--- src/itd_pkg.sv ---
// package: opcode groups, field positions, op kinds and timing constants for the instruction decoder
package itd_pkg;
    localparam int unsigned INSN_W = 14;
    localparam int unsigned FADDR_W = 7;
    localparam int unsigned BIT_W = 3;
    localparam int unsigned LIT8_W = 8;
    localparam int unsigned LIT11_W = 11;
    localparam int unsigned PHASES = 4;
    localparam int unsigned OSC_NS = 25;
    localparam int unsigned FADDR_LSB = 0;
    localparam int unsigned DEST_BIT = 7;
    localparam int unsigned BITNUM_LSB = 7;
    localparam int unsigned PTR_BIT = 2;
    localparam int unsigned MODE_LSB = 0;
    localparam int unsigned GROUP_LSB = 12;
    localparam logic [1:0] GRP_BYTE = 2'h0;
    localparam logic [1:0] GRP_BIT = 2'h1;
    localparam logic [1:0] GRP_JUMP = 2'h2;
    localparam logic [1:0] GRP_LIT = 2'h3;
    localparam logic [6:0] INDIRECT0_ADDR = 7'h00;
    localparam logic [6:0] INDIRECT1_ADDR = 7'h01;
    localparam logic [6:0] FADDR_MAX = 7'h7f;
    localparam logic [1:0] CYC_ONE = 2'h1;
    localparam logic [1:0] CYC_TWO = 2'h2;
    localparam logic [1:0] PHASE_LAST = 2'h3;
    localparam logic [1:0] PHASE_FIRST = 2'h0;

    typedef enum logic [1:0] {
        ITD_GROUP_BYTE = 2'h0,
        ITD_GROUP_BIT = 2'h1,
        ITD_GROUP_LITCTL = 2'h2
    } itd_group_e;

    typedef enum logic [3:0] {
        ITD_OP_OTHER = 4'h0,
        ITD_OP_CALL = 4'h1,
        ITD_OP_JUMP = 4'h2,
        ITD_OP_CALL_VIA_ACC = 4'h3,
        ITD_OP_RETURN = 4'h4,
        ITD_OP_RETURN_WITH_LITERAL = 4'h5,
        ITD_OP_RETURN_FROM_INTERRUPT = 4'h6,
        ITD_OP_RELATIVE_BRANCH = 4'h7,
        ITD_OP_BRANCH_BY_ACC = 4'h8,
        ITD_OP_SKIP_IF_BIT_SET = 4'h9,
        ITD_OP_SKIP_IF_BIT_CLEAR = 4'ha,
        ITD_OP_DECREMENT_SKIP_ZERO = 4'hb,
        ITD_OP_INCREMENT_SKIP_ZERO = 4'hc,
        ITD_OP_POINTER_OP = 4'hd
    } itd_op_e;

    typedef enum logic [1:0] {
        ITD_MODE_PRE_INC = 2'h0,
        ITD_MODE_PRE_DEC = 2'h1,
        ITD_MODE_POST_INC = 2'h2,
        ITD_MODE_POST_DEC = 2'h3
    } itd_mode_e;

    // fixed opcode patterns; the 6-bit ones match bits 13:8, the others are sized to the bits they match
    localparam logic [5:0] OPC_DECSKIP_HI = 6'h0b;
    localparam logic [5:0] OPC_INCSKIP_HI = 6'h0f;
    localparam logic [1:0] OPC_BITSET_HI = 2'h3;
    localparam logic [1:0] OPC_BITCLR_HI = 2'h2;
    localparam logic [13:0] OPC_RETURN = 14'h0008;
    localparam logic [13:0] OPC_RETFROMINT = 14'h0009;
    localparam logic [13:0] OPC_CALLACC = 14'h000a;
    localparam logic [13:0] OPC_BRACC = 14'h000b;
    localparam logic [2:0] OPC_CALL_TOP = 3'h4;
    localparam logic [2:0] OPC_GOTO_TOP = 3'h5;
    localparam logic [5:0] OPC_RETLIT_HI = 6'h34;
    localparam logic [4:0] OPC_RELBR_TOP = 5'h19;
    localparam logic [10:0] OPC_PTROP_TOP = 11'h002;
endpackage
--- src/itd_decoder.sv ---
// instruction decoder and cycle timing for the 8-bit core
module itd_decoder
    import itd_pkg::*;
#(
    parameter int unsigned WORD_W = INSN_W
) (
    // clock and reset
    input wire logic clk,
    input wire logic rst,
    // fetched instruction
    input wire logic [WORD_W-1:0] insn,
    // execution feedback
    input wire logic skip_cond,
    input wire logic [1:0] ptr_in_prog,
    // decoded fields
    output logic [1:0] group_q,
    output logic [3:0] op_q,
    output logic [FADDR_W-1:0] faddr_q,
    output logic dest_file_q,
    output logic [BIT_W-1:0] bitnum_q,
    output logic [LIT11_W-1:0] literal_q,
    output logic ptr_sel_q,
    output logic [1:0] ptr_mode_q,
    // file register access strobes
    output logic file_rd_q,
    output logic file_wr_q,
    output logic acc_wr_q,
    // timing
    output logic [1:0] phase_q,
    output logic exec_q,
    output logic squash_q,
    output logic insn_done_q
);
    typedef enum logic [1:0] {
        ST_EXEC = 2'h0,
        ST_EXTRA1 = 2'h1,
        ST_EXTRA2 = 2'h3
    } itd_state_e;

    // opcode lookup for the op kind only; the group comes from group_of
    function automatic itd_op_e op_of(input logic [13:0] w);
        if (w[13:8] == OPC_DECSKIP_HI) begin
            return ITD_OP_DECREMENT_SKIP_ZERO;
        end else if (w[13:8] == OPC_INCSKIP_HI) begin
            return ITD_OP_INCREMENT_SKIP_ZERO;
        end else if (w[13:12] == GRP_BIT && w[11:10] == OPC_BITSET_HI) begin
            return ITD_OP_SKIP_IF_BIT_SET;
        end else if (w[13:12] == GRP_BIT && w[11:10] == OPC_BITCLR_HI) begin
            return ITD_OP_SKIP_IF_BIT_CLEAR;
        end else if (w[13:11] == OPC_CALL_TOP) begin
            return ITD_OP_CALL;
        end else if (w[13:11] == OPC_GOTO_TOP) begin
            return ITD_OP_JUMP;
        end else if (w[13:8] == OPC_RETLIT_HI) begin
            return ITD_OP_RETURN_WITH_LITERAL;
        end else if (w[13:9] == OPC_RELBR_TOP) begin
            return ITD_OP_RELATIVE_BRANCH;
        end else if (w == OPC_RETURN) begin
            return ITD_OP_RETURN;
        end else if (w == OPC_RETFROMINT) begin
            return ITD_OP_RETURN_FROM_INTERRUPT;
        end else if (w == OPC_CALLACC) begin
            return ITD_OP_CALL_VIA_ACC;
        end else if (w == OPC_BRACC) begin
            return ITD_OP_BRANCH_BY_ACC;
        end else if (w[13:3] == OPC_PTROP_TOP) begin
            return ITD_OP_POINTER_OP;
        end else begin
            return ITD_OP_OTHER;
        end
    endfunction

    function automatic itd_group_e group_of(input logic [13:0] w);
        case (w[13:12])
            // control words: the low bits never move them into the byte group
            GRP_BYTE: group_of = (w[13:7] == 7'h00) ? ITD_GROUP_LITCTL : ITD_GROUP_BYTE;
            GRP_BIT: group_of = ITD_GROUP_BIT;
            default: group_of = ITD_GROUP_LITCTL;
        endcase
    endfunction

    function automatic logic names_file(input itd_group_e g, input logic [13:0] w);
        // bit ops, and byte ops with a file operand except the zero-operand control words
        names_file = (g == ITD_GROUP_BIT) || (g == ITD_GROUP_BYTE && w[13:3] != OPC_PTROP_TOP
                     && !(w[13:8] == 6'h00 && w[7] == 1'b0));
    endfunction

    logic [1:0] phase;
    logic cycle_end;
    itd_state_e state_q;
    logic [1:0] extra_q;
    logic [13:0] word_d;
    itd_op_e op_d;
    itd_group_e grp_d;
    logic file_d;
    logic indirect_d;
    logic [1:0] extra_d;
    logic taken_d;

    itd_phase_gen #(
        .PHASE_COUNT(PHASES)
    ) u_phase (
        .clk(clk),
        .rst(rst),
        .phase_q(phase),
        .cycle_end_q(cycle_end)
    );

    always_comb begin
        word_d = insn[13:0];
        op_d = op_of(word_d);
        grp_d = group_of(word_d);
        file_d = names_file(grp_d, word_d);
        indirect_d = file_d && (word_d[6:0] == INDIRECT0_ADDR ? ptr_in_prog[0] :
                     word_d[6:0] == INDIRECT1_ADDR ? ptr_in_prog[1] : 1'b0);
        case (op_d)
            ITD_OP_CALL, ITD_OP_CALL_VIA_ACC, ITD_OP_JUMP: taken_d = 1'b1;
            ITD_OP_RETURN, ITD_OP_RETURN_WITH_LITERAL, ITD_OP_RETURN_FROM_INTERRUPT: taken_d = 1'b1;
            ITD_OP_RELATIVE_BRANCH, ITD_OP_BRANCH_BY_ACC: taken_d = 1'b1;
            ITD_OP_SKIP_IF_BIT_SET, ITD_OP_SKIP_IF_BIT_CLEAR,
            ITD_OP_DECREMENT_SKIP_ZERO, ITD_OP_INCREMENT_SKIP_ZERO: taken_d = skip_cond;
            default: taken_d = 1'b0;
        endcase
        extra_d = {1'b0, taken_d} + {1'b0, indirect_d};
    end

    // one decode per instruction cycle, at its last phase
    always_ff @(posedge clk) begin
        if (rst) begin
            state_q <= ST_EXEC;
            extra_q <= 2'h0;
        end else if (cycle_end) begin
            case (state_q)
                ST_EXEC: begin
                    extra_q <= extra_d;
                    state_q <= (extra_d != 2'h0) ? ST_EXTRA1 : ST_EXEC;
                end
                ST_EXTRA1: state_q <= (extra_q == CYC_TWO) ? ST_EXTRA2 : ST_EXEC;
                ST_EXTRA2: state_q <= ST_EXEC;
                default: state_q <= ST_EXEC;
            endcase
        end
    end

    // operand fields, latched only when a real instruction is taken
    always_ff @(posedge clk) begin
        if (rst) begin
            group_q <= ITD_GROUP_BYTE;
            op_q <= ITD_OP_OTHER;
            faddr_q <= '0;
            dest_file_q <= 1'b0;
            bitnum_q <= '0;
            literal_q <= '0;
            ptr_sel_q <= 1'b0;
            ptr_mode_q <= ITD_MODE_PRE_INC;
        end else if (cycle_end && state_q == ST_EXEC) begin
            group_q <= grp_d;
            op_q <= op_d;
            faddr_q <= word_d[FADDR_LSB +: FADDR_W];
            dest_file_q <= word_d[DEST_BIT];
            bitnum_q <= word_d[BITNUM_LSB +: BIT_W];
            literal_q <= word_d[LIT11_W-1:0];
            ptr_sel_q <= word_d[PTR_BIT];
            ptr_mode_q <= word_d[MODE_LSB +: 2];
        end
    end

    // access strobes: a squashed cycle touches nothing
    always_ff @(posedge clk) begin
        if (rst) begin
            file_rd_q <= 1'b0;
            file_wr_q <= 1'b0;
            acc_wr_q <= 1'b0;
        end else begin
            file_rd_q <= cycle_end && state_q == ST_EXEC && file_d;
            file_wr_q <= cycle_end && state_q == ST_EXEC && file_d && (grp_d == ITD_GROUP_BIT || word_d[DEST_BIT]);
            acc_wr_q <= cycle_end && state_q == ST_EXEC && file_d && grp_d == ITD_GROUP_BYTE
                        && !word_d[DEST_BIT];
        end
    end

    always_ff @(posedge clk) begin
        if (rst) begin
            phase_q <= PHASE_FIRST;
            exec_q <= 1'b0;
            squash_q <= 1'b0;
            insn_done_q <= 1'b0;
        end else begin
            phase_q <= phase;
            exec_q <= cycle_end && state_q == ST_EXEC;
            squash_q <= cycle_end && state_q != ST_EXEC;
            insn_done_q <= cycle_end && ((state_q == ST_EXEC && extra_d == 2'h0)
                           || (state_q == ST_EXTRA1 && extra_q != CYC_TWO) || state_q == ST_EXTRA2);
        end
    end

    // previous word, kept only so the capture checks can see what was decoded
    logic [WORD_W-1:0] insn_prev_q;
    always_ff @(posedge clk) begin
        insn_prev_q <= insn;
    end

    squash_no_write_a: assert property (@(posedge clk) disable iff (rst)
        squash_q |-> !file_wr_q && !acc_wr_q && !file_rd_q)
        else $error("squashed cycle touched state");
    squash_only_a: assert property (@(posedge clk) disable iff (rst)
        squash_q |-> !exec_q)
        else $error("squashed cycle also decoded a word");
    call_two_cyc_a: assert property (@(posedge clk) disable iff (rst)
        exec_q && op_q == ITD_OP_CALL |-> !insn_done_q ##4 (squash_q && insn_done_q))
        else $error("call did not take two cycles");
    callacc_two_cyc_a: assert property (@(posedge clk) disable iff (rst)
        exec_q && op_q == ITD_OP_CALL_VIA_ACC |-> !insn_done_q ##4 (squash_q && insn_done_q))
        else $error("call via accumulator did not take two cycles");
    ret_two_cyc_a: assert property (@(posedge clk) disable iff (rst)
        exec_q && op_q == ITD_OP_RETURN |-> !insn_done_q ##4 (squash_q && insn_done_q))
        else $error("return not two cycles");
    retlit_two_cyc_a: assert property (@(posedge clk) disable iff (rst)
        exec_q && op_q == ITD_OP_RETURN_WITH_LITERAL |-> !insn_done_q ##4 (squash_q && insn_done_q))
        else $error("return with literal not two cycles");
    retint_two_cyc_a: assert property (@(posedge clk) disable iff (rst)
        exec_q && op_q == ITD_OP_RETURN_FROM_INTERRUPT |-> !insn_done_q ##4 (squash_q && insn_done_q))
        else $error("return from interrupt not two cycles");
    branch_two_cyc_a: assert property (@(posedge clk) disable iff (rst)
        exec_q && op_q == ITD_OP_RELATIVE_BRANCH |-> !insn_done_q ##4 (squash_q && insn_done_q))
        else $error("branch not two cycles");
    jump_two_cyc_a: assert property (@(posedge clk) disable iff (rst)
        exec_q && op_q == ITD_OP_JUMP |-> !insn_done_q ##4 (squash_q && insn_done_q))
        else $error("jump not two cycles");
    bracc_two_cyc_a: assert property (@(posedge clk) disable iff (rst)
        exec_q && op_q == ITD_OP_BRANCH_BY_ACC |-> !insn_done_q ##4 (squash_q && insn_done_q))
        else $error("branch by accumulator not two cycles");
    skip_taken_a: assert property (@(posedge clk) disable iff (rst)
        exec_q && op_q inside {ITD_OP_SKIP_IF_BIT_SET, ITD_OP_SKIP_IF_BIT_CLEAR, ITD_OP_DECREMENT_SKIP_ZERO,
            ITD_OP_INCREMENT_SKIP_ZERO} && $past(skip_cond) |-> !insn_done_q ##4 squash_q)
        else $error("taken skip did not add a cycle");
    skip_not_taken_a: assert property (@(posedge clk) disable iff (rst)
        exec_q && op_q inside {ITD_OP_SKIP_IF_BIT_SET, ITD_OP_SKIP_IF_BIT_CLEAR, ITD_OP_DECREMENT_SKIP_ZERO,
            ITD_OP_INCREMENT_SKIP_ZERO} && !$past(skip_cond) && !$past(indirect_d) |-> insn_done_q)
        else $error("skip that does not skip took extra time");
    indirect_extra_a: assert property (@(posedge clk) disable iff (rst)
        exec_q && $past(indirect_d) |-> !insn_done_q ##4 squash_q)
        else $error("indirect access at program memory did not add a cycle");
    plain_one_cyc_a: assert property (@(posedge clk) disable iff (rst)
        exec_q && op_q == ITD_OP_OTHER && !$past(indirect_d) |-> insn_done_q)
        else $error("plain instruction took extra time");
    done_slot_a: assert property (@(posedge clk) disable iff (rst)
        insn_done_q |-> exec_q || squash_q)
        else $error("instruction ended outside an instruction cycle");
    wr_after_rd_a: assert property (@(posedge clk) disable iff (rst)
        file_wr_q |-> file_rd_q)
        else $error("file write without read");
    rd_on_exec_a: assert property (@(posedge clk) disable iff (rst)
        file_rd_q |-> exec_q)
        else $error("file read outside a decode cycle");
    bit_rmw_a: assert property (@(posedge clk) disable iff (rst)
        exec_q && group_q == ITD_GROUP_BIT |-> file_rd_q && file_wr_q && !acc_wr_q)
        else $error("bit operation did not write its file register");
    acc_dest_a: assert property (@(posedge clk) disable iff (rst)
        acc_wr_q |-> !dest_file_q && !file_wr_q)
        else $error("accumulator write with file destination");
    exec_spacing_a: assert property (@(posedge clk) disable iff (rst)
        exec_q |=> !exec_q [*3])
        else $error("decode faster than one instruction cycle");
    group_legal_a: assert property (@(posedge clk) disable iff (rst)
        exec_q |-> group_q inside {ITD_GROUP_BYTE, ITD_GROUP_BIT, ITD_GROUP_LITCTL})
        else $error("decoded group is not one of the three");
    faddr_capture_a: assert property (@(posedge clk) disable iff (rst)
        exec_q |-> faddr_q == insn_prev_q[FADDR_LSB +: FADDR_W])
        else $error("file address not taken from the word");
    dest_capture_a: assert property (@(posedge clk) disable iff (rst)
        exec_q |-> dest_file_q == insn_prev_q[DEST_BIT])
        else $error("destination bit not taken from the word");
    bitnum_capture_a: assert property (@(posedge clk) disable iff (rst)
        exec_q |-> bitnum_q == insn_prev_q[BITNUM_LSB +: BIT_W])
        else $error("bit number not taken from the word");
    literal_capture_a: assert property (@(posedge clk) disable iff (rst)
        exec_q |-> literal_q == insn_prev_q[LIT11_W-1:0])
        else $error("literal not taken from the word");
    ptr_sel_capture_a: assert property (@(posedge clk) disable iff (rst)
        exec_q |-> ptr_sel_q == insn_prev_q[PTR_BIT])
        else $error("pointer number not taken from the word");
    ptr_mode_capture_a: assert property (@(posedge clk) disable iff (rst)
        exec_q |-> ptr_mode_q == insn_prev_q[MODE_LSB +: 2])
        else $error("pointer mode not taken from the word");

    cov_call_c: cover property (@(posedge clk) exec_q && op_q == ITD_OP_CALL);
    cov_skip_c: cover property (@(posedge clk) exec_q && op_q == ITD_OP_SKIP_IF_BIT_SET && squash_q == 1'b0);
    cov_three_c: cover property (@(posedge clk) state_q == ST_EXTRA2);
    cov_acc_c: cover property (@(posedge clk) acc_wr_q);
    cov_indirect_c: cover property (@(posedge clk) exec_q && op_q == ITD_OP_OTHER && !insn_done_q);
endmodule

--- src/itd_phase_gen.sv ---
// phase counter: four oscillator cycles make one instruction cycle
module itd_phase_gen
    import itd_pkg::*;
#(
    parameter int unsigned PHASE_COUNT = PHASES
) (
    // clock and reset
    input wire logic clk,
    input wire logic rst,
    // phase outputs
    output logic [1:0] phase_q,
    output logic cycle_end_q
);
    always_ff @(posedge clk) begin
        if (rst) begin
            phase_q <= PHASE_FIRST;
        end else begin
            phase_q <= (phase_q == 2'(PHASE_COUNT - 1)) ? PHASE_FIRST : phase_q + 2'h1;
        end
    end

    // registered so it lines up with phase 3 of the counter
    always_ff @(posedge clk) begin
        if (rst) begin
            cycle_end_q <= 1'b0;
        end else begin
            cycle_end_q <= (phase_q == 2'(PHASE_COUNT - 2));
        end
    end

    cycle_len_a: assert property (@(posedge clk) disable iff (rst)
        cycle_end_q |=> !cycle_end_q [*3] ##1 cycle_end_q)
        else $error("instruction cycle is not four oscillator cycles");
endmodule

--- config.mk ---
export PLATFORM = sky130hd
export DESIGN_NAME = itd_decoder
export DESIGN_NICKNAME = d
export VERILOG_FILES = /design/src/itd_pkg.sv /design/src/itd_decoder.sv /design/src/itd_phase_gen.sv
export SDC_FILE = /design/constraint.sdc
export NUM_CORES = 1
export LEC_CHECK = 0
export BUFFER_PORTS_ARGS = -buffer_cell sky130_fd_sc_hd__buf_2
export CAP_MARGIN = 20
export CORE_ASPECT_RATIO = 0.9
export CORE_MARGIN = 2
export CORE_UTILIZATION = 30
export DETAILED_ROUTE_END_ITERATION = 6
export PLACE_DENSITY = 0.57
export SLEW_MARGIN = 15
export SYNTH_ARGS = -nofsm -noshare
export SYNTH_HDL_FRONTEND = slang
export SYNTH_SLANG_ARGS = --single-unit
--- constraint.sdc ---
create_clock -name clk -period 2.6 [get_ports clk]
set_clock_uncertainty 0.15 [all_clocks]
set_input_delay 0.52 -clock clk [delete_from_list [all_inputs] [get_ports clk]]
set_output_delay 0.52 -clock clk [all_outputs]
set_load 0.01 [all_outputs]
# ---- Word level (Yosys, flattened, before mapping)
# Index checks and enable logic that the tools add are counted.
dict set report word_totals {
  ff_bits 46
  latch_bits 0
  ram_bits 0
  mem_bits_ro 0
  input_bits 19
  out_inout_bits 39
  word_cells 112
  mem_count 0
}
dict set report classes {
  add_sub_neg 2
  multipliers 0
  n_div 0
  order_cmp 0
  n_eq_ne 35
  n_shift 0
  muxes 21
  bitwise 1
  reduce_logical 34
}
# operator count
set op_table {}
lappend op_table {{14-bit by 4-bit == test with 1-bit output (second input constant)} 4}
lappend op_table {{4-bit 2-to-1 mux} 13}
lappend op_table {{4-bit == test (second input constant)} 5}
lappend op_table {{4-bit by 3-bit == test with 1-bit output (second input constant)} 4}
lappend op_table {{1-bit logical AND} 15}
lappend op_table {{7-bit zero test} 2}
lappend op_table {{2-bit == test (second input constant)} 6}
lappend op_table {{6-bit by 4-bit == test with 1-bit output (second input constant)} 2}
lappend op_table {{11-bit by 2-bit == test with 1-bit output (second input constant)} 1}
lappend op_table {{11-bit by 2-bit inequality test with 1-bit output (second input constant)} 1}
lappend op_table {{4-bit by 2-bit == test with 1-bit output (second input constant)} 2}
lappend op_table {{2-bit zero test} 4}
lappend op_table {{2-bit one-hot mux with 2 select lines} 2}
lappend op_table {{8-bit OR reduction} 1}
lappend op_table {{7-bit by 1-bit == test with 1-bit output (second input constant)} 1}
lappend op_table {{2-bit by 1-bit == test with 1-bit output (second input constant)} 3}
lappend op_table {{3-bit == test (second input constant)} 2}
lappend op_table {{6-bit == test (second input constant)} 1}
lappend op_table {{6-bit zero test} 1}
lappend op_table {{5-bit == test (second input constant)} 1}
lappend op_table {{4-bit by 1-bit == test with 1-bit output (second input constant)} 1}
lappend op_table {{1-bit logical OR} 4}
lappend op_table {{2-bit 2-to-1 mux} 2}
lappend op_table {{2-bit nonzero test} 2}
lappend op_table {{other kinds (10)} 13}

# ---- Logic depth before layout (Yosys ltp)
# Gate-level depths: netlist (run 1).
dict set report depth {
  ltp_word 23
  depth_mapped 9
  mapped_depth_nobuf 8
}

# ---- By module
# Synthesis (run 1) repeated with hierarchy kept, for this count alone.
dict set report unflattened {
  cells_unflattened 180
  area_unflattened_um2 1545.2
}
# module instances cells_each area_per_inst_um2 seq_area_each_um2
set modules_own_cells {}
lappend modules_own_cells {itd_decoder 1 171 1430.1 580.6}
lappend modules_own_cells {itd_phase_gen 1 9 115.1 60.1}

# ---- Least setup slack after synthesis (run 1)
# OpenSTA, ideal clock, no wires.
dict set report synth_path {
  path_kind {input to register}
  start {input port insn[9]}
  end {register insn_done_q}
  setup_ns 0.136
  t_arrival_ns 2.152
  required_ns 2.314
  setup_slack_ns 0.161
  path_stages 7
  n_path_buf 0
  cell_sequence {or4_1 > or4_4 > nand4_1 > o211ai_1 > ha_1 > a21oi_1 > nor3_1}
}
dict set report synth_between {
  elab_chain_len 23
  elab_cells_between_ends 56
  cone_classes {add/sub: 1; eq/ne: 23; mux: 16; reduce/logical: 16}
}
# item line_no
set synth_lines {}
lappend synth_lines {{from (decl)} itd_decoder.sv:11} ;# input wire logic [WORD_W-1:0] insn,
lappend synth_lines {{11-bit by 2-bit == test with 1-bit output} itd_decoder.sv:66} ;# end else if (w[13:3] == OPC_PTROP_TOP) begin
lappend synth_lines {{4-bit 2-to-1 mux} itd_decoder.sv:66}
lappend synth_lines {{4-bit 2-to-1 mux} itd_decoder.sv:64} ;# end else if (w == OPC_BRACC) begin
lappend synth_lines {{4-bit 2-to-1 mux} itd_decoder.sv:62} ;# end else if (w == OPC_CALLACC) begin
lappend synth_lines {{4-bit 2-to-1 mux} itd_decoder.sv:60} ;# end else if (w == OPC_RETFROMINT) begin
lappend synth_lines {{4-bit 2-to-1 mux} itd_decoder.sv:58} ;# end else if (w == OPC_RETURN) begin
lappend synth_lines {{4-bit 2-to-1 mux} itd_decoder.sv:56} ;# end else if (w[13:9] == OPC_RELBR_TOP) begin
lappend synth_lines {{4-bit 2-to-1 mux} itd_decoder.sv:54} ;# end else if (w[13:8] == OPC_RETLIT_HI) begin
lappend synth_lines {{(+6 left out)} -}
lappend synth_lines {{4-bit by 3-bit == test with 1-bit output, or another cell as far along} itd_decoder.sv:116} ;# case (op_d)
lappend synth_lines {{8-bit OR reduction (no source line) or 4-bit OR reduction (tied branches)} -}
lappend synth_lines {{1-bit one-hot mux with 2 select lines} itd_decoder.sv:116}
lappend synth_lines {{1-bit by 1-bit adder with 2-bit output (*)} itd_decoder.sv:124} ;# extra_d = {1'b0, taken_d} + {1'b0, indirect_d};
lappend synth_lines {{2-bit zero test (*)} itd_decoder.sv:192} ;# insn_done_q <= cycle_end && ((state_q == ST_EXEC && extra_d == 2'h0)
lappend synth_lines {{1-bit logical AND (*)} itd_decoder.sv:192}
lappend synth_lines {{1-bit logical OR (*) (2 in a row)} itd_decoder.sv:193} ;# || (state_q == ST_EXTRA1 && extra_q != CYC_TWO) || state_q == ST_EXTRA2);
lappend synth_lines {{1-bit logical AND (*)} itd_decoder.sv:192}
lappend synth_lines {{to (signal assigned)} itd_decoder.sv:192}
lappend synth_lines {{to (decl)} itd_decoder.sv:32} ;# output logic insn_done_q
# Every way passes the cells marked *; elsewhere a longest branch is shown, timed or not.
# A chain may end at the register's enable or synchronous reset.

# ---- Worst setup path after layout (run 1)
# Same ends and word-level chain as after synthesis.

==> results of run 1 <==
## placed cells by master, fill, tap and decap left out, types with 2 or more instances in the layout
master,Yosys,routed
buf_2,0,57
nand2_1,33,33
dfxtp_1,32,32
a21oi_1,16,16
nor2_1,13,13
buf_4,14,12
inv_1,7,7
nor3_1,7,7
o21ai_0,7,7
nor2b_1,6,6
clkbuf_8,0,6
nor3b_1,5,4
ha_1,4,4
or4_1,2,2
nand4_1,2,2
and3b_1,2,2
nand2b_1,2,2
o211ai_1,2,2
nor4bb_1,2,2
mux2i_1,2,2
a311oi_1,2,2
nor4_1,2,2
a2111oi_0,2,2
a211oi_1,2,2
clkbuf_1,8,2
## worst max-delay path by stage
stage	from	to	slack [ps]	cells after the start
2_1_floorplan	insn[9]	insn_done_q	160	7
3_3_place_gp	insn[9]	insn_done_q	-30	8
3_5_place_dp	insn[9]	insn_done_q	-40	8
4_1_cts	insn[9]	insn_done_q	260	8
5_1_grt	insn[9]	insn_done_q	150	8
6_report	insn[9]	insn_done_q	240	8
## Yosys cell counts
cell	number	area share [%]
nor4_1	2	0.81
a221oi_1	1	0.56
nor3b_1	5	2.4
o211a_1	1	0.64
ha_1	4	3.2
nand2_1	33	8.0
a21o_1	1	0.48
clkbuf_1	8	1.9
nor4b_1	1	0.56
a2111oi_0	2	1.1
nor2_1	13	3.1
dfxtp_1	32	41
o21ai_0	7	2.3
a311oi_1	2	1.1
a211oi_1	2	0.97
mux2i_1	2	1.3
or2_2	1	0.40
nor2b_1	6	2.4
nand4_1	2	0.81
a2bb2o_1	1	0.64
mux2_2	1	0.72
inv_1	7	1.7
nor4bb_1	2	1.3
a311oi_2	1	0.97
nand2b_1	2	0.81
nor3_1	7	2.3
a21oi_1	16	5.2
xnor2_1	1	0.56
buf_4	14	6.8
o21a_1	1	0.48
or4_4	1	0.72
or4_1	2	0.97
and4_1	1	0.56
and3b_1	2	1.1
and3_1	1	0.40
a2bb2oi_1	1	0.56
o211ai_1	2	0.97
## power breakdown
group	switching (mW)	total [mW]	internal (mW)
clock	0.171	0.386	0.215
sequential	0.0138	0.528	0.514
combinational	0.0955	0.169	0.0737
total	0.280	1.08	0.803
## per-stage QoR
step | utilization (%) | TNS, ps | hold slack (ps) | instance area [sq um] | instances
finish | 40.0 | 0 | 303 | 1970 | 308
global route | 40.0 | 0 | 331 | 1970 | 308
CTS | 40.0 | 0 | 308 | 1970 | 308
detailed placement | 38.2 | -85.3 | 299 | 1880 | 300
global placement | 38.2 | -57.2 | 294 | 1880 | 300
floorplan | - | 0 | 279 | 1550 | 188
## kinds of logic (layout without fill, tap and decap cells)
family / count (synthesis) / in the layout / synth area share, %
buffers and inverters: 29 / 84 / 10.4
AND/OR/NAND/NOR: 81 / 81 / 26.7
AO/OA/AOI/OAI: 38 / 38 / 15.9
XOR/XNOR: 1 / 1 / 0.564
adder cells (fa/ha/maj): 4 / 4 / 3.22
multiplexers: 3 / 3 / 2.01
flip-flops: 32 / 32 / 41.2
## sequential cells by signal (all words and copies together) (netlist names), 2 cells and up
register         count
faddr_q              6
op_q                 4
literal_q            3
bitnum_q             2
extra_q              2
group_q              2
phase_q              2
state_q              2
u_phase.phase_q      2
## critical path, stage by stage
cell	delay, ps
buf_2	100
or4_1	560
or4_4	540
nand4_1	140
o211ai_1	100
ha_1	200
a21oi_1	140
nor3_1	50
## area by class of cell
cell class	count	area share, %
clock buffers	8	4.57
inverters	7	1.33
multi-input cells	127	38.4
flip-flops and latches	32	32.5
well taps	65	4.13
repair buffers	69	19.0
## routing by layer
metal	vias to the layer above	global-route usage (%)
met5	-	0
met4	0	3.95
met3	0	5.10
met2	58	19.0
met1	651	19.7
li1	748	-
==> out/results.tsv, run 1 <==
stage	metric	value	unit
clock_tree	post-CTS setup buffers	0	
route	WL per Instance	12.2	microns
clock_tree	Clock Tree Buf Depth	2	
setup_path	cell count of the worst reg-to-reg path	3	
grt	number of global-route vias before repair	1285	
timing	Max Freq	425	MHz
route	first-pass iteration count of the detailed router	4	
timing	final worst-path cycle share	90.6	%
route	routed via count	1457	
route	routed wire length	3.75	mm
timing	Slew @ Worst Pin	549	ps
placed_design	Port Buf Inserts	57	
power_and_ir_drop	total power	1.08	mW
grt	first-pass GRT wire length	6.02	mm
clock_tree	Root Buffer	clkbuf_8	
clock_tree	CTS resizes	0	
setup_path	kind of start point of the critical path	input pin	
synth	Syn Std Cell Area	0.00155	sq mm
finish	area of the multi-input gates	757	sq um
synth	post-synthesis sequential area ratio	41.2	%
setup_path	Reg2Reg Setup Slack	1010	ps
clock_tree	CTS buffer count	5	
timing	Hold Vio Cnt, Final	0	
timing	unrepaired setup endpoints after global routing	no	
worst_hold_path	Hold Crit Class	register to register	
setup_path	r2r endpoint	file_rd_q	
route	DR WL met3	282	microns
grt	largest net degree at the start of global routing	31	
die	Rows	24	
clock_tree	htree depth	2	
route	initial detailed-routing violation count	130	
job	max cap viols	0	
clock_tree	CTS Hold Bufs	0	
route	via/cell ratio	4.73	
timing	Setup violations, final	0	
route	Top Layer Used	met3	
synth	#FFs+latches synth	32	
placed_design	gpl congestion	0.832	
run_status	outcome	completed	
setup_path	critical path fanouts, max	2	
die	# IOs	58	
synth	Synth cell types	37	
setup_path	Critical R2R Launch	state_q[1]	
finish	synthesis-to-layout area growth	26.8	%
die	Die H	72.3	microns
timing	crit path time final	2360	ps
setup_path	Req. time, crit path	2600	ps
route	Post-route DRC	0	
grt	Overflow after GRT	0	
route	WL met1	1.96	mm
synth	syn_nets	211	
setup_path	Worst Path Arrival	2360	ps
power_and_ir_drop	Pleak	0.884	nW
grt	initial antenna violation count	0	
placed_design	dpl ws	-43.5	ps
grt	gr usage total	13.7	%
die	Die ar.	0.00577	sq mm
timing	Slew Limit Fails	0	
finish	layout cell share with drive strength beyond 1	32.9	%
worst_hold_path	hold path depth	1	
route	routed wl met2	1.51	mm
clock_tree	Sink Count	32	
clock_tree	Clk Latency, worst-skew pair	280	ps
timing	Slew HR	63.4	%
finish	Antenna Cells	0	
synth	Ys Warns	0	
setup_path	kind of critical path	input pin to register	
die	die span in x	79.9	microns
worst_hold_path	Hold EP	u_phase.phase_q[0]	
clock_tree	Worst-path clk slew	60	ps
finish	register area	641	sq um
power_and_ir_drop	worst vdd ir	0.243	mV
clock_tree	CTS tree	built	
finish	Fillers	531	
placed_design	Post-DP HPWL	2.82	mm
finish	nets@finish	265	
timing	final worst slack	245	ps
synth	syn_area_per_cell	8.27	sq um
route	ANT nets after route	0	
power_and_ir_drop	power per cell area	550	mW/mm^2
die	initial core utilization	31.6	%
worst_hold_path	min-delay src	u_phase.phase_q[0]	
synth	Cells after Synth	188	
setup_path	Worst Setup End Kind	register	
die	core box area	0.00492	sq mm
(Power assumes the default switching activity.)
==> run 2: changes to the inputs <==
Settings changed: CORE_ASPECT_RATIO 0.9 to 0.75, RECOVER_POWER set to 50.
==> out/results.tsv, run 2 (synthesis gave the netlist of run 1 again) <==
stage	metric	value	unit	change
clock_tree	CTS tree	built		
timing	Hold Vio Cnt, Final	0		unchanged
route	via/cell ratio	4.70		-0.69%
finish	commonest cells after routing, fill and taps aside	nand2_1 (33), dfxtp_1 (32), clkbuf_1 (29)		
clock_tree	Worst-path clk slew	60	ps	about the same
setup_path	CP top delay family	simple AND/OR/NAND/NOR gates		
die	Die H	66.3	microns	-8.2%
die	die span in x	87.1	microns	+9.1%
die	core box area	0.00495	sq mm	+0.61%
route	routed via count	1414		-3.0%
placed_design	Post-DP HPWL	2.80	mm	-0.85%
power_and_ir_drop	Pleak	0.759	nW	-14%
grt	Overflow after GRT	0		unchanged
timing	Slew HR	11.9	%	-52 points
setup_path	Worst Path Arrival	2340	ps	-20 ps
clock_tree	CTS Hold Bufs	0		unchanged
finish	Fillers	552		+4.0%
setup_path	Worst Setup End Kind	register		
grt	initial antenna violation count	0		unchanged
clock_tree	Clk Latency, worst-skew pair	280	ps	about the same
route	Post-route DRC	0		unchanged
finish	design area	0.00193	sq mm	-1.8%
clock_tree	CTS buffer count	5		unchanged
finish	area of the multi-input gates	757	sq um	unchanged
die	Die ar.	0.00578	sq mm	about the same
die	initial core utilization	31.4	%	-0.19 points
placed_design	DP Area	0.00186	sq mm	-1.1%
clock_tree	Sink Count	32		unchanged
finish	Top reg by flops	faddr_q		
finish	Largest register FFs	6		unchanged
timing	final worst-path cycle share	91.7	%	+1.2 points
grt	largest net degree at the start of global routing	31		unchanged
finish	register area	641	sq um	unchanged
finish	layout cell share with drive strength beyond 1	21.2	%	-12 points
timing	Slew Limit Fails	0		unchanged
clock_tree	Root Buffer	clkbuf_8		
setup_path	Req. time, crit path	2560	ps	-40 ps
setup_path	Largest stage delay, worst path	560	ps	about the same
finish	Largest regs	faddr_q: 6 flops, op_q: 4 flops, literal_q: 3 flops		
grt	number of global-route vias before repair	1267		-1.4%
placed_design	Port Buf Inserts	57		unchanged
finish	Antenna Cells	0		unchanged
finish	post-route insts no fill	301		-2.3%
placed_design	Inst Count DP	293		-2.3%
timing	Setup violations, final	0		unchanged
finish	synthesis-to-layout area growth	24.5	%	
setup_path	kind of start point of the critical path	input pin		
grt	gr usage total	13.8	%	+0.096 points
power_and_ir_drop	worst vdd ir	0.242	mV	-0.41%
setup_path	critical path fanouts, max	2		unchanged
route	WL per Instance	12.4	microns	+2.0%
timing	setup TNS	0	ps	unchanged
route	initial detailed-routing violation count	69		-47%
power_and_ir_drop	total power	1.16	mW	+7.2%
finish	most common cell after layout, fill and taps aside	nand2_1		
timing	Max Freq	419	MHz	-1.3%
route	first-pass iteration count of the detailed router	6		+2
power_and_ir_drop	power per cell area	600	mW/mm^2	+9.2%
clock_tree	htree depth	2		unchanged
setup_path	CP max stage cell	or4_1		
clock_tree	post-CTS setup buffers	0		unchanged
finish	nets@finish	263		-0.75%
worst_hold_path	Hold Crit Class	register to register		
route	routed wire length	3.74	mm	-0.29%
job	max cap viols	0		unchanged
clock_tree	Clock Tree Buf Depth	2		unchanged
setup_path	kind of critical path	input pin to register		
clock_tree	CTS resizes	0		unchanged
run_status	outcome	completed		
placed_design	gpl congestion	0.779		-6.4%
grt	first-pass GRT wire length	6.03	mm	+0.23%
die	# IOs	58		unchanged
timing	crit path time final	2390	ps	+30.1 ps
die	Rows	22		-8.3%
timing	unrepaired setup endpoints after global routing	no		
setup_path	crit-path cells	buf_2, or4_1, or4_4, nand4_1, o211ai_1, ha_1, nand2_1, a21oi_1		
setup_path	Bufs and invs on worst path	1		unchanged
timing	Slew @ Worst Pin	1320	ps	+773 ps
route	ANT nets after route	0		unchanged
## run 2: cell count changes in the layout (fill, tap and decap cells not counted), sizes merged
cell      change
buf          -31
bufinv        +1
clkbuf       +26
clkinv        +1
clkinvlp      +1
## run 2: per-stage QoR
step	worst slack (ps)	hold WS, ps	util (%)
finish	215	307	39.0
global route	137	332	39.0
CTS	254	308	39.8
detailed placement	-48.4	299	37.5
global placement	-20.5	289	37.5
floorplan	161	279	-
## run 2: worst min-delay path, stage by stage (launching register included)
cell and delay (ps):
dfxtp_1 310, nand2_1 50, a21oi_1 50
## run 2: layer usage
metal / global-route usage (%) / wire length (microns) / share of wire [%]
met3: 4.87 / 316 / 8.4
met5: 0 / 0 / 0
met1: 19.6 / 2050 / 55
met4: 5.77 / 27 / 0.72
met2: 18.3 / 1350 / 36
## run 2: where the power goes
part / total [mW] / switching, mW / internal (mW)
clock: 0.472 / 0.189 / 0.283
sequential: 0.528 / 0.0147 / 0.514
combinational: 0.161 / 0.0937 / 0.0671
total: 1.16 / 0.297 / 0.864
## run 2: area by class of cell
| cell class | instances | share of cell area (%) |
|---|---|---|
| clock buffers | 5 | 3.56 |
| flip-flops and latches | 32 | 33.1 |
| repair buffers | 67 | 16.8 |
| inverters | 7 | 1.36 |
| well taps | 60 | 3.88 |
| multi-input cells | 127 | 39.1 |
| clock inverters | 3 | 2.20 |
## run 2: final timing paths
kind / cells past startpoint / slack, ps / start / endpoint
worst min-delay path: 2 / 310 / extra_q[1] / extra_q[1]
worst max-delay path: 8 / 210 / insn[9] / extra_q[0]
worst max register to register: 4 / 770 / state_q[1] / op_q[0]
worst min register to register: 2 / 310 / extra_q[1] / extra_q[1]
==> run 3: changes to the inputs <==
Settings changed: MAX_ROUTING_LAYER set to met4, PLACE_DENSITY 0.57 to not set, SYNTH_HIERARCHICAL set to 1.
==> out/results.tsv, run 3 <==
stage	metric	value	unit	change
synth	asr flop ratio synth	0	%	unchanged
clock_tree	CTS Hold Bufs	0		unchanged
route	via/cell ratio	4.76		+1.4%
synth	post-synthesis xor/xnor area fraction	0.567	%	+0.0032 points
synth	top cells by area, synth	dfxtp_1 (41%), nand2_1 (7.3%), buf_4 (6.8%), a21oi_1 (5.5%), nor2_1 (3.4%)		
route	initial detailed-routing violation count	77		+12%
clock_tree	Worst-path clk slew	70	ps	about the same
route	Post-route DRC	0		unchanged
clock_tree	htree depth	2		unchanged
finish	commonest cells after routing, fill and taps aside	dfxtp_1 (32), nand2_1 (30), clkbuf_1 (30)		
timing	Hold Vio Cnt, Final	0		unchanged
synth	Syn Std Cell Area	0.00155	sq mm	-0.56%
finish	most common cell after layout, fill and taps aside	dfxtp_1		
grt	initial antenna violation count	0		unchanged
synth	Ys Warns	6		+6
die	die span in x	86.9	microns	-0.27%
setup_path	Largest stage delay, worst path	450	ps	-110 ps
setup_path	kind of start point of the critical path	input pin		
synth	Synth area leader	dfxtp_1		
setup_path	Worst Setup End Kind	register		
synth	#FFs+latches synth	32		unchanged
grt	number of global-route vias before repair	1157		-8.7%
synth	syn_area_per_cell	8.58	sq um	+3.9%
timing	Slew Limit Fails	0		unchanged
synth	Post-Synth Adder-Cell Area	3.24	%	+0.018 points
timing	Setup violations, final	0		unchanged
synth	Post-synth EDFFs	0		unchanged
timing	Slew @ Worst Pin	816	ps	-506 ps
synth	Yosys top cell area share	41.5	%	+0.23 points
synth	simple-gate share of the synthesized area	29.3	%	+2.7 points
setup_path	Reg2Reg Setup Slack	920	ps	+150 ps
route	first-pass iteration count of the detailed router	4		-2
grt	Overflow after GRT	0		unchanged
setup_path	Critical R2R Launch	state_q[1]		
setup_path	CP top delay family	simple AND/OR/NAND/NOR gates		
die	core box area	0.00493	sq mm	-0.56%
worst_hold_path	Hold Crit Class	register to register		
grt	gr usage total	13.6	%	-0.14 points
synth	post-synthesis sequential area ratio	41.5	%	+0.23 points
clock_tree	Sink Count	32		unchanged
setup_path	Bufs and invs on worst path	1		unchanged
timing	crit path time final	2350	ps	-32.8 ps
finish	Largest register FFs	6		unchanged
synth	Synth top cells by count	dfxtp_1 (32), nand2_1 (30), a21oi_1 (17)		
die	initial core utilization	31.4	%	about the same
clock_tree	Root Buffer	clkbuf_8		
setup_path	r2r endpoint	op_q[0]		
run_status	outcome	completed		
route	WL per Instance	12.5	microns	+0.84%
timing	Max Freq	425	MHz	+1.4%
synth	top_reg_cell synth	dfxtp_1		
synth	main combinational cell family by area after synthesis	simple AND/OR/NAND/NOR gates		
route	routed wire length	3.60	mm	-3.8%
worst_hold_path	min-delay src	group_q[0]		
clock_tree	CTS buffer count	5		unchanged
timing	Slew HR	45.6	%	+34 points
synth	mux share of post-synthesis cell area	2.75	%	+0.74 points
die	Die ar.	0.00575	sq mm	-0.53%
finish	final core occ	37.4	%	-1.6 points
power_and_ir_drop	power per cell area	586	mW/mm^2	-2.4%
synth	Compound-Gate Fraction of Synth Area	12.3	%	-3.6 points
power_and_ir_drop	worst vdd ir	0.222	mV	-8.4%
clock_tree	CTS tree	built		
grt	first-pass GRT wire length	5.78	mm	-4.1%
placed_design	gpl congestion	0.921		+18%
setup_path	Worst Path Arrival	2360	ps	+20 ps
synth	most frequent cell after synthesis	dfxtp_1		
setup_path	Req. time, crit path	2610	ps	+50 ps
setup_path	crit-path cells	buf_2, nor4_2, and4_2, a41o_1, nor4_2, o31a_1, ha_1, a21oi_1, nor3_1		
power_and_ir_drop	Pleak	0.752	nW	-0.94%
synth	syn_nets	203		-3.8%
finish	layout cell share with drive strength beyond 1	23.8	%	+2.6 points
timing	unrepaired setup endpoints after global routing	no		
setup_path	most used cell, CP	nor4_2		
finish	nets@finish	249		-5.3%
clock_tree	Clock Tree Buf Depth	2		unchanged
setup_path	kind of critical path	input pin to register		
finish	Top reg by flops	faddr_q		
clock_tree	Clk Latency, worst-skew pair	290	ps	about the same
placed_design	dpl ws	-31.3	ps	+17.1 ps
worst_hold_path	Hold EP	group_q[0]		
route	ANT nets after route	0		unchanged
finish	Largest regs	faddr_q: 6 flops, op_q: 4 flops, literal_q: 3 flops		
placed_design	Port Buf Inserts	57		unchanged
clock_tree	post-CTS setup buffers	0		unchanged
die	Die H	66.2	microns	-0.26%
die	Rows	22		unchanged
synth	Cells after Synth	180		-4.3%
grt	largest net degree at the start of global routing	20		-35%
synth	Synth cell types	39		+5.4%
die	# IOs	58		unchanged
finish	synthesis-to-layout area growth	19.4	%	
setup_path	critical path fanouts, max	7		+5
route	routed via count	1367		-3.3%
job	max cap viols	0		unchanged
timing	final worst-path cycle share	90.5	%	-1.3 points
setup_path	CP max stage cell	nor4_2		
placed_design	Post-DP HPWL	2.71	mm	-3.0%
timing	final worst slack	247	ps	+32.8 ps
clock_tree	CTS resizes	0		unchanged
setup_path	cell count of the worst reg-to-reg path	4		unchanged
finish	Antenna Cells	0		unchanged
worst_hold_path	hold path depth	2		unchanged
## run 3: changes by cell type in the layout (fill, tap and decap cells not counted), moves of 3 or more
cell      previous run  this run
nand3b_1             0         3
o21ai_0              7         0
nand2_1             33        30
nor3b_1              4         1
nor3_1               7        10
buf_4               10         4
## run 3: metal layers
layer  track usage (%)  part of all wire, %  vias up
met4              5.27                  1.4        0
met5                 -                    0        -
met3              4.00                  7.9        6
li1                  -                    -      694
met2              17.2                   40       56
met1              19.9                   50      611
## run 3: worst max path at each step
stage                  endpoint  cells past startpoint     start  slack, ps
floorplan           insn_done_q                      9  insn[12]        300
global placement    insn_done_q                      9   insn[9]         -6
detailed placement  insn_done_q                      9   insn[9]        -30
CTS                 insn_done_q                      9   insn[9]        270
global route        insn_done_q                      9   insn[9]         60
finish              insn_done_q                      9   insn[9]        250
## run 3: per-stage QoR
step	hold slack (ps)	cell area (sq um)	power (mW)	TNS, ps	cells
final	303	1840	1.08	0	287
after global routing	321	1840	1.14	0	287
after CTS	304	1890	1.10	0	287
after detailed placement	294	1800	0.704	-41.1	279
after global placement	290	1800	0.703	-6.70	279
after floorplan	281	1550	0.647	0	180
## run 3: where the power goes
part	switching [mW]	total, mW	internal [mW]
registers	0.0145	0.528	0.514
clock network	0.186	0.397	0.211
logic	0.0926	0.155	0.0624
total	0.293	1.08	0.787
## run 3: worst min-delay path, stage by stage (launching register included)
cell and delay, ps:
dfxtp_1 310, nand2_1 50, a21oi_1 50
## run 3: final cells by class
class / count / area, sq um
clock buffers: 6 / 82.6
clock inverters: 2 / 10.0
fillers: 531 / 3080
inverters: 5 / 18.8
multi-input cells: 120 / 734
flip-flops and latches: 32 / 641
well taps: 60 / 75.1
repair buffers: 62 / 283
## run 3: cells by family (layout without fill, tap and decap cells)
group / count (synthesis) / count (layout)
mux: 4 / 4
simple gates: 84 / 84
flops: 32 / 32
compound gates: 27 / 27
fa+ha+maj: 4 / 4
buf+inv: 28 / 75
xor+xnor: 1 / 1
